[src/common/pcis_pkg.sv]
// Purpose: shared constants for the socket interface status register
// Assumes: 12-bit socket register offsets, 8-bit register data
// Notes:   bit positions and encodings of the status byte live here
package pcis_pkg;
   // register decode
   localparam logic [11:0] STATUS_OFFSET  = 12'h801;
   localparam logic [7:0]  STATUS_LOCAL   = 8'h01;
   // status byte field positions
   localparam int          BIT_RSVD       = 7;
   localparam int          BIT_POWER      = 6;
   localparam int          BIT_READY      = 5;
   localparam int          BIT_WP         = 4;
   localparam int          BIT_SEAT2      = 3;
   localparam int          BIT_SEAT1      = 2;
   localparam int          BIT_BATT_HI    = 1;
   localparam int          BIT_BATT_LO    = 0;
   // synchronised pin vector index
   localparam int          PIN_READY      = 0;
   localparam int          PIN_WP         = 1;
   localparam int          PIN_CD1_N      = 2;
   localparam int          PIN_CD2_N      = 3;
   localparam int          PIN_BVD1       = 4;
   localparam int          PIN_BVD2       = 5;
   localparam int          PIN_COUNT      = 6;
   // battery level encodings (memory cards)
   localparam logic [1:0]  BATT_LOW       = 2'h2;
   localparam logic [1:0]  BATT_GOOD      = 2'h3;
   // reset values
   localparam logic [7:0]  DATA_RESET     = 8'h00;
   localparam logic [5:0]  PINS_RESET     = 6'h00;
endpackage

[src/logic/pcis_status.sv]
// Purpose: read-only socket interface status byte with pin synchronisers
// Assumes: one clock, pins asynchronous, power state from same clock
// Notes:   write strobes to the status offset are accepted and dropped
`timescale 1ns/1ps
`default_nettype none

// Behaviour
// bit 7 always reads zero; writes to it have no effect
// bit 6 reads 1 when socket vcc and vpp are on
// bit 5 mirrors the card ready pin
// bit 4 mirrors the write protect pin, 1 means read-only
// bit 3 reads 1 when second card-detect pin is low
// bit 2 reads 1 when first card-detect pin is low
// memory card: bit 0 carries bvd1, bit 1 carries bvd2
// battery field: 00/01 dead, 10 low warning, 11 good
// io card: bit 1 carries speaker, bit 0 carries status change
// whole register read-only, decoded at offset 801h
// after reset upper bits zero, lower bits follow socket pins
// memory window write protect from window high-byte bit, separate
// socket pins pass two flip-flops before use
module pcis_status (
   // clock and reset
   input  wire logic        i_ref_clk,
   input  wire logic        i_rstn,
   // host register access
   input  wire logic [11:0] i_addr,
   input  wire logic        i_rd_en,
   input  wire logic        i_wr_en,
   input  wire logic [7:0]  i_wr_data,
   output logic      [7:0]  o_rd_data,
   output logic             o_rd_hit,
   // socket state from the power and control logic
   input  wire logic        i_vcc_on,
   input  wire logic        i_vpp_on,
   input  wire logic        i_io_card,
   // memory window protection
   input  wire logic        i_win_wp_en,
   input  wire logic        i_win_wr_req,
   output logic             o_win_wr_allow,
   // card pins (asynchronous)
   input  wire logic        i_card_ready,
   input  wire logic        i_card_wp,
   input  wire logic        i_cd1_n,
   input  wire logic        i_cd2_n,
   input  wire logic        i_bvd1_stschg,
   input  wire logic        i_bvd2_spkr,
   // decoded battery level, memory cards only
   output logic             o_batt_dead,
   output logic             o_batt_low,
   output logic             o_batt_good
);

   typedef struct packed {
      logic [pcis_pkg::PIN_COUNT-1:0] meta;
      logic [pcis_pkg::PIN_COUNT-1:0] pins;
      logic [7:0]                     rd_data;
      logic                           rd_hit;
   } pcis_state_t;

   pcis_state_t state_r;
   pcis_state_t state_nxt;
   logic [7:0]  status_w;
   logic [pcis_pkg::PIN_COUNT-1:0] raw_w;
   logic        sel_w;
   logic [1:0]  batt_w;

   // raw pin vector, only the first sync stage reads it
   assign raw_w = {i_bvd2_spkr, i_bvd1_stschg, i_cd2_n, i_cd1_n,
                   i_card_wp, i_card_ready};
   assign sel_w = (i_addr == pcis_pkg::STATUS_OFFSET);

   // status byte assembled from synchronised pins and the unsynchronised power inputs
   always_comb begin
      status_w = pcis_pkg::DATA_RESET;
      status_w[pcis_pkg::BIT_RSVD]  = 1'b0;
      status_w[pcis_pkg::BIT_POWER] = i_vcc_on & i_vpp_on;
      status_w[pcis_pkg::BIT_READY] =
         state_r.pins[pcis_pkg::PIN_READY];
      status_w[pcis_pkg::BIT_WP]    =
         state_r.pins[pcis_pkg::PIN_WP];
      status_w[pcis_pkg::BIT_SEAT2] =
         ~state_r.pins[pcis_pkg::PIN_CD2_N];
      status_w[pcis_pkg::BIT_SEAT1] =
         ~state_r.pins[pcis_pkg::PIN_CD1_N];
      // same pins carry bvd or spkr/stschg; the card type decides meaning
      status_w[pcis_pkg::BIT_BATT_LO] =
         state_r.pins[pcis_pkg::PIN_BVD1];
      status_w[pcis_pkg::BIT_BATT_HI] =
         state_r.pins[pcis_pkg::PIN_BVD2];
   end

   // battery decode is meaningless for io cards, so it is forced quiet
   assign batt_w = status_w[pcis_pkg::BIT_BATT_HI:pcis_pkg::BIT_BATT_LO];
   assign o_batt_good = ~i_io_card & (batt_w == pcis_pkg::BATT_GOOD);
   assign o_batt_low  = ~i_io_card & (batt_w == pcis_pkg::BATT_LOW);
   assign o_batt_dead = ~i_io_card & ~batt_w[pcis_pkg::BIT_BATT_HI];

   // window protection is independent of the card's own wp pin
   assign o_win_wr_allow = i_win_wr_req & ~i_win_wp_en;

   // next state: sync chain and registered read answer
   always_comb begin
      state_nxt      = state_r;
      state_nxt.meta = raw_w;
      state_nxt.pins = state_r.meta;
      state_nxt.rd_hit  = i_rd_en & sel_w;
      // unmapped or idle cycles answer zero; writes never land
      state_nxt.rd_data = (i_rd_en & sel_w) ? status_w
                                            : pcis_pkg::DATA_RESET;
   end

   // pins clear at reset and follow the socket two edges later
   always_ff @(posedge i_ref_clk or negedge i_rstn) begin
      if (!i_rstn) begin
         state_r.meta    <= pcis_pkg::PINS_RESET;
         state_r.pins    <= pcis_pkg::PINS_RESET;
         state_r.rd_data <= pcis_pkg::DATA_RESET;
         state_r.rd_hit  <= 1'b0;
      end else begin
         state_r <= state_nxt;
      end
   end

   // registered answer; zero between reads keeps the bus quiet
   assign o_rd_data = state_r.rd_data;
   assign o_rd_hit  = state_r.rd_hit;

   // checks: reserved and power bits of the answer
   a_top_bit_zero: assert property (
      @(posedge i_ref_clk) disable iff (!i_rstn)
      o_rd_data[pcis_pkg::BIT_RSVD] == 1'b0)
      else $error("reserved status bit read as one");

   a_power_flag: assert property (
      @(posedge i_ref_clk) disable iff (!i_rstn)
      (i_rd_en && sel_w) |=> o_rd_data[pcis_pkg::BIT_POWER] ==
         ($past(i_vcc_on) && $past(i_vpp_on)))
      else $error("power flag does not follow socket supply");

   // synchronised pins, two edges behind the socket
   a_ready_sync: assert property (
      @(posedge i_ref_clk) disable iff (!i_rstn)
      1'b1 ##2
         (status_w[pcis_pkg::BIT_READY] == $past(i_card_ready, 2)))
      else $error("ready flag not two cycles behind pin");

   a_wp_sync: assert property (
      @(posedge i_ref_clk) disable iff (!i_rstn)
      $rose(i_card_wp) ##2 1'b1 |-> status_w[pcis_pkg::BIT_WP])
      else $error("write protect flag missed pin rise");

   a_seat2_inv: assert property (
      @(posedge i_ref_clk) disable iff (!i_rstn)
      (!i_cd2_n) [*3] |-> status_w[pcis_pkg::BIT_SEAT2])
      else $error("second seat flag not set for low pin");

   a_seat1_inv: assert property (
      @(posedge i_ref_clk) disable iff (!i_rstn)
      i_cd1_n [*3] |-> !status_w[pcis_pkg::BIT_SEAT1])
      else $error("first seat flag set for high pin");

   a_seat1_fall: assert property (
      @(posedge i_ref_clk) disable iff (!i_rstn)
      $fell(i_cd1_n) ##2 1'b1 |-> status_w[pcis_pkg::BIT_SEAT1])
      else $error("first seat flag missed pin fall");

   a_batt_bits: assert property (
      @(posedge i_ref_clk) disable iff (!i_rstn)
      1'b1 ##2
         (batt_w == {$past(i_bvd2_spkr, 2), $past(i_bvd1_stschg, 2)}))
      else $error("battery field does not follow pins");

   // battery decode, held quiet while an io card is seated
   a_batt_decode: assert property (
      @(posedge i_ref_clk) disable iff (!i_rstn)
      !i_io_card |-> $onehot({o_batt_dead, o_batt_low, o_batt_good}))
      else $error("battery level decode not exclusive");

   a_batt_good_pins: assert property (
      @(posedge i_ref_clk) disable iff (!i_rstn)
      1'b1 ##2 ($past(i_bvd2_spkr, 2) && $past(i_bvd1_stschg, 2) &&
         !i_io_card) |-> o_batt_good)
      else $error("good battery pins not decoded as good");

   a_batt_dead_pin: assert property (
      @(posedge i_ref_clk) disable iff (!i_rstn)
      1'b1 ##2 (!$past(i_bvd2_spkr, 2) && !i_io_card) |-> o_batt_dead)
      else $error("dead battery pins not decoded as dead");

   a_batt_quiet: assert property (
      @(posedge i_ref_clk) disable iff (!i_rstn)
      i_io_card |-> !(o_batt_dead || o_batt_low || o_batt_good))
      else $error("battery decode active for io card");

   // register decode; writes must leave no trace
   a_read_decode: assert property (
      @(posedge i_ref_clk) disable iff (!i_rstn)
      !(i_rd_en && sel_w) |=>
         (o_rd_data == pcis_pkg::DATA_RESET && !o_rd_hit))
      else $error("answer outside status offset read");

   a_hit_pulse: assert property (
      @(posedge i_ref_clk) disable iff (!i_rstn)
      (i_rd_en && sel_w) |=> o_rd_hit)
      else $error("status read not acknowledged");

   a_write_ignored: assert property (
      @(posedge i_ref_clk) disable iff (!i_rstn)
      (i_wr_en && sel_w && !i_rd_en) ##1 (i_rd_en && sel_w) |=>
         o_rd_data == $past(status_w))
      else $error("write disturbed status read");

   // window gate and reset state
   a_window_wp: assert property (
      @(posedge i_ref_clk) disable iff (!i_rstn)
      i_win_wp_en |-> !o_win_wr_allow)
      else $error("write passed protected window");

   a_window_open: assert property (
      @(posedge i_ref_clk) disable iff (!i_rstn)
      (i_win_wr_req && !i_win_wp_en) |-> o_win_wr_allow)
      else $error("unprotected window write blocked");

   a_reset_upper: assert property (
      @(posedge i_ref_clk)
      $rose(i_rstn) |->
         o_rd_data[pcis_pkg::BIT_RSVD:pcis_pkg::BIT_POWER] == 2'h0)
      else $error("upper bits not zero after reset");

endmodule

`default_nettype wire

[config.mk]
export PLATFORM = sky130hd
export DESIGN_NAME = pcis_status
export DESIGN_NICKNAME = d
export VERILOG_FILES = /design/src/common/pcis_pkg.sv /design/src/logic/pcis_status.sv
export SDC_FILE = /design/constraint.sdc
export NUM_CORES = 1
export LEC_CHECK = 0
export ABC_AREA = 1
export BUFFER_PORTS_ARGS = -buffer_cell sky130_fd_sc_hd__buf_2
export CAP_MARGIN = 20
export CORE_UTILIZATION = 43
export DETAILED_ROUTE_END_ITERATION = 7
export GPL_TIMING_DRIVEN = 0
export PLACE_DENSITY_LB_ADDON = 0.1
export SLEW_MARGIN = 5
export SYNTH_ARGS = -nofsm -noshare
export SYNTH_HDL_FRONTEND = slang
export SYNTH_SLANG_ARGS = --single-unit
export TNS_END_PERCENT = 5
[constraint.sdc]
create_clock -name i_ref_clk -period 1.32 [get_ports i_ref_clk]
set_input_delay 0.066 -clock i_ref_clk [delete_from_list [all_inputs] [get_ports i_ref_clk]]
set_output_delay 0.066 -clock i_ref_clk [all_outputs]
set_load 0.1 [all_outputs]
**Word-level counts from Yosys, hierarchy flattened**

Index checks and enable logic that the tools add are counted.

- Eq/ne operators: 3
- Multiplexer cells: 1
- Bitwise operators: 11

Operator list:

| cell | number |
|---|---|
| $eq A12 B12 Y1 const B | 1 |
| $mux W7 | 1 |
| $and A1 B1 Y1 | 6 |
| $not A1 Y1 | 5 |
| $eq A2 B2 Y1 const B | 2 |

- Bits in registers: 20
- Bits of input ports: 35
- Output and inout bits: 13
- Logic and storage cells: 19

**Logic depth before layout (Yosys ltp)**

- Word-level depth: 3
- Gate-level depth with buffers: 5
- Mapped depth without buffers: 5

**Worst setup path before layout**

OpenSTA, ideal clock, no wires.

- Path kind: register to output
- Start point: register state_r, in the netlist batt_w[1]
- End point: output port o_batt_good
- Arrival time: 2.450 ns
- Data required time: 1.254 ns
- Path slack: -1.196 ns
- Cell stages (with the launch flop): 3
- Buffers on the path: 0
- Cells stage by stage: dfrtp_1 > inv_1 > nor3_1

- Longest elaborated chain between the ends: 2

RTL lines:

| element | line | RTL |
|---|---|---|
| from (decl) | pcis_status.sv:60 | `pcis_state_t state_r;` |
| from (signal assigned) | pcis_status.sv:120 | `state_r <= state_nxt;` |
| $eq A2 B2 Y1 | pcis_status.sv:94 | `assign o_batt_good = ~i_io_card & (batt_w == pcis_pkg::BATT_GOOD);` |
| $and A1 B1 Y1 | pcis_status.sv:94 |  |
| to (decl) | pcis_status.sv:50 | `output logic o_batt_good` |

Every way passes these cells.

**Worst setup path in the final report**

- Start point: register state_r, in the netlist batt_w[1]
- End point: output port o_batt_dead

- Longest elaborated chain between the ends: 2

RTL lines:

| element | line | RTL |
|---|---|---|
| $not A1 Y1 | pcis_status.sv:96 | `assign o_batt_dead = ~i_io_card & ~batt_w[pcis_pkg::BIT_BATT_HI];` |
| $and A1 B1 Y1 | pcis_status.sv:96 |  |
| to (decl) | pcis_status.sv:48 | `output logic o_batt_dead,` |

Every way passes these cells.

==> results.toml <==
[routing]
dr.pass1.iters = 8
drtIter0Drc = 7
vias = 523
ant_nets = 0
detail_route.vias_per_cell = 4.184
drcViolationCount = 1
wl_per_cell_um = 8.168
finalWirelength_mm = 1.021

[synth]
syn_nets = 95
ys_warn_count = 0
ys_ff_latch = 20
yosys-top-cells-area = "dfrtp_1 66%, nor3_2 9.2%, buf_4 7.9%"
syn_area_um2 = 758.2
syn-instance-count = 60
yosysTopAreaCellShare_pct = 66.01
synth_seq_area_share_pct = 66.01
synth_largest_area_cell = "dfrtp_1"
avgSynthCellArea_um2 = 12.64
synthDistinctLibCells = 12

[run_status]
status = "finished with violations"
violations = "DRC"

[critical_path]
reg2reg_to = "o_rd_data[1]"
crit_slowest_cell = "buf_2"
critPathLaunch = "batt_w[1]"
critPathBufInv = 1
worst_setup_path_end_kind = "output port"
reg2reg_depth = 2
crit_path_max_fanout = 2
path_delay_family = "buffers and inverters"
r2r-start = "batt_w[1]"
worstSetupStartpointType = "flop"
worstPathCellList = "nor2_1 -> buf_2"
cp_slowest_stage_delay_ns = 0.43
cp.arrival_ns = 1.20
critPathRequiredTime_ns = 1.25
worstSetupEndpoint = "o_batt_dead"
criticalPathCategory = "flop to output port"
cp_num_cells = 2
rrSetupSlack_ns = 0.64

[die]
rows = 14
io_pins = 48
start_util_pct = 48.10
core_area_um2 = 1577
die_h_um = 43.99
die_x_um = 43.99
design.die.area_um2 = 1935

[grt]
grt_overflow = 0
antenna_found_initial = 0
grt_pass1_wl_mm = 1.780
grt_max_degree = 21
grt_pass1_vias = 471
grt_usage_pct = 13.06

[layout]
multi_input_area_um2 = 177.7
regArea_um2 = 500.5
nFillCells = 126
syn_to_final_growth_pct = 47.52
nNetsFinal = 145
diodes = 0
drive_gt1_share_pct = 58.72

[sta]
finalCritPeriodShare_pct = 96.11
finClkSkew_ns = 0.007114
setup-violations-final = 0
period_needed_ns = 1.269
max_freq_mhz = 788.2
rsz0062_at_grt = "true"
slew_viol_final = 0
layout_setup_ws_ns = 0.05131
setup-tns-final_ns = 0
hold_viol_final = 0

[clocking]
clk_path_buf_depth = 2
cts_setup_buffers = 0
root_buffer = "clkbuf_4"
cts_sinks = 20
h-tree-depth = 1
numCtsBuffers = 3
tritoncts = "built"
path_clk_slew_ns = 0.10
clk_latency_ns = 0.29

[power]
leakage_nw = 0.5976
p_per_area_nw_per_um2 = 1131
irDropWorstVdd_mv = 1.132

[placement]
pre_cts_ws_ns = 0.2591
dp_hpwl_um = 761.8
routabilityCongestion = 0.6111
io_buffers = 37

[hold_path]
hold_depth = 3
hold_path_class = "primary input to flop"

[job]
maxCapViolations = 0
## cell families after synthesis
| family | count (synthesis) | synth area share, % |
|---|---|---|
| AND/OR/NAND/NOR | 23 | 21.62 |
| buffers and inverters | 16 | 11.88 |
| other | 1 | 0.4946 |
| flip-flops | 20 | 66.01 |
## power by group
part / switching [W] / leakage (nW) / internal [W]
combinational: 0.0000978 / 0.318 / 0.0000590
clock: 0.000166 / 0.0279 / 0.000307
sequential: 0.00000589 / 0.252 / 0.000631
total: 0.000269 / 0.598 / 0.000996
## worst min-delay path by stage
stage             start           end
3_3_place_gp     i_rstn  state_nxt[9]
3_5_place_dp     i_rstn    state_r[9]
2_1_floorplan    i_rstn     batt_w[0]
5_1_grt        i_vcc_on  o_rd_data[6]
6_report       i_vcc_on  o_rd_data[6]
4_1_cts        i_vcc_on  o_rd_data[6]
## final cells by class
class                      count  area share (%)
sequential                    20           44.74
tap                           16           1.790
inverter                       8           2.685
multi-input combinational     24           15.88
timing repair buffer          45           24.83
buffer                         8           5.369
clock inverter                 1           2.685
clock buffer                   3           2.013
## synth_stat cells
cell type and instances:
buf_4 8, conb_1 1, dfrtp_1 20, inv_1 8, nand2_1 4, nand2_2 1
nand3_4 1, nor2_1 4, nor2_2 3, nor2_4 1, nor3_1 2, nor3_2 7
## state kept, by name, indices dropped and copies added (netlist names)
signal,count
o_rd_data,7
state_nxt,6
state_r,4
batt_w,2
o_rd_hit,1
## layer usage
metal	GRT usage (%)	vias to the layer above	part of all wire, %
li1	-	270	-
met1	11.17	226	34
met2	25.67	27	56
met3	6.667	0	9.6
met4	3.636	0	0
met5	0	-	0
## what timing repair did
| action | in CTS | in global routing |
|---|---|---|
| hold endpoints to repair | 27 | 0 |
| endpoints found under the setup margin | 2 | 2 |
| pin swaps | 0 | 0 |
| gates resized for setup | 2 | 2 |
| hold buffers | 8 | 0 |
## placed cells by master, fill, tap and decap left out, drive strengths merged
cell / instances
buf: 45
dlygate4sd3: 8
conb: 1
nor3: 9
clkbuf: 3
nor2: 8
bufinv: 1
dfrtp: 20
inv: 8
nand3: 1
nand2: 5
## worst min-delay path: stages
cell and delay [ns]:
buf_2 0.09, nand2_1 0.07, nor3_2 0.04
## through the flow
stage	hold slack [ns]	util (%)	std cells	total power, W	instance area (um2)
CTS	0.003711	70.48	125	0.001283	1111
floorplan	-0.2296	-	60	0.0007277	768.2
finish	0.01267	70.95	125	0.001266	1119
global placement	0.01694	61.75	113	0.0007818	973.4
global route	0.01316	70.95	125	0.001325	1119
detailed placement	0.02151	61.75	113	0.0007857	973.4
No activity file was read; power rests on OpenSTA's default activity.
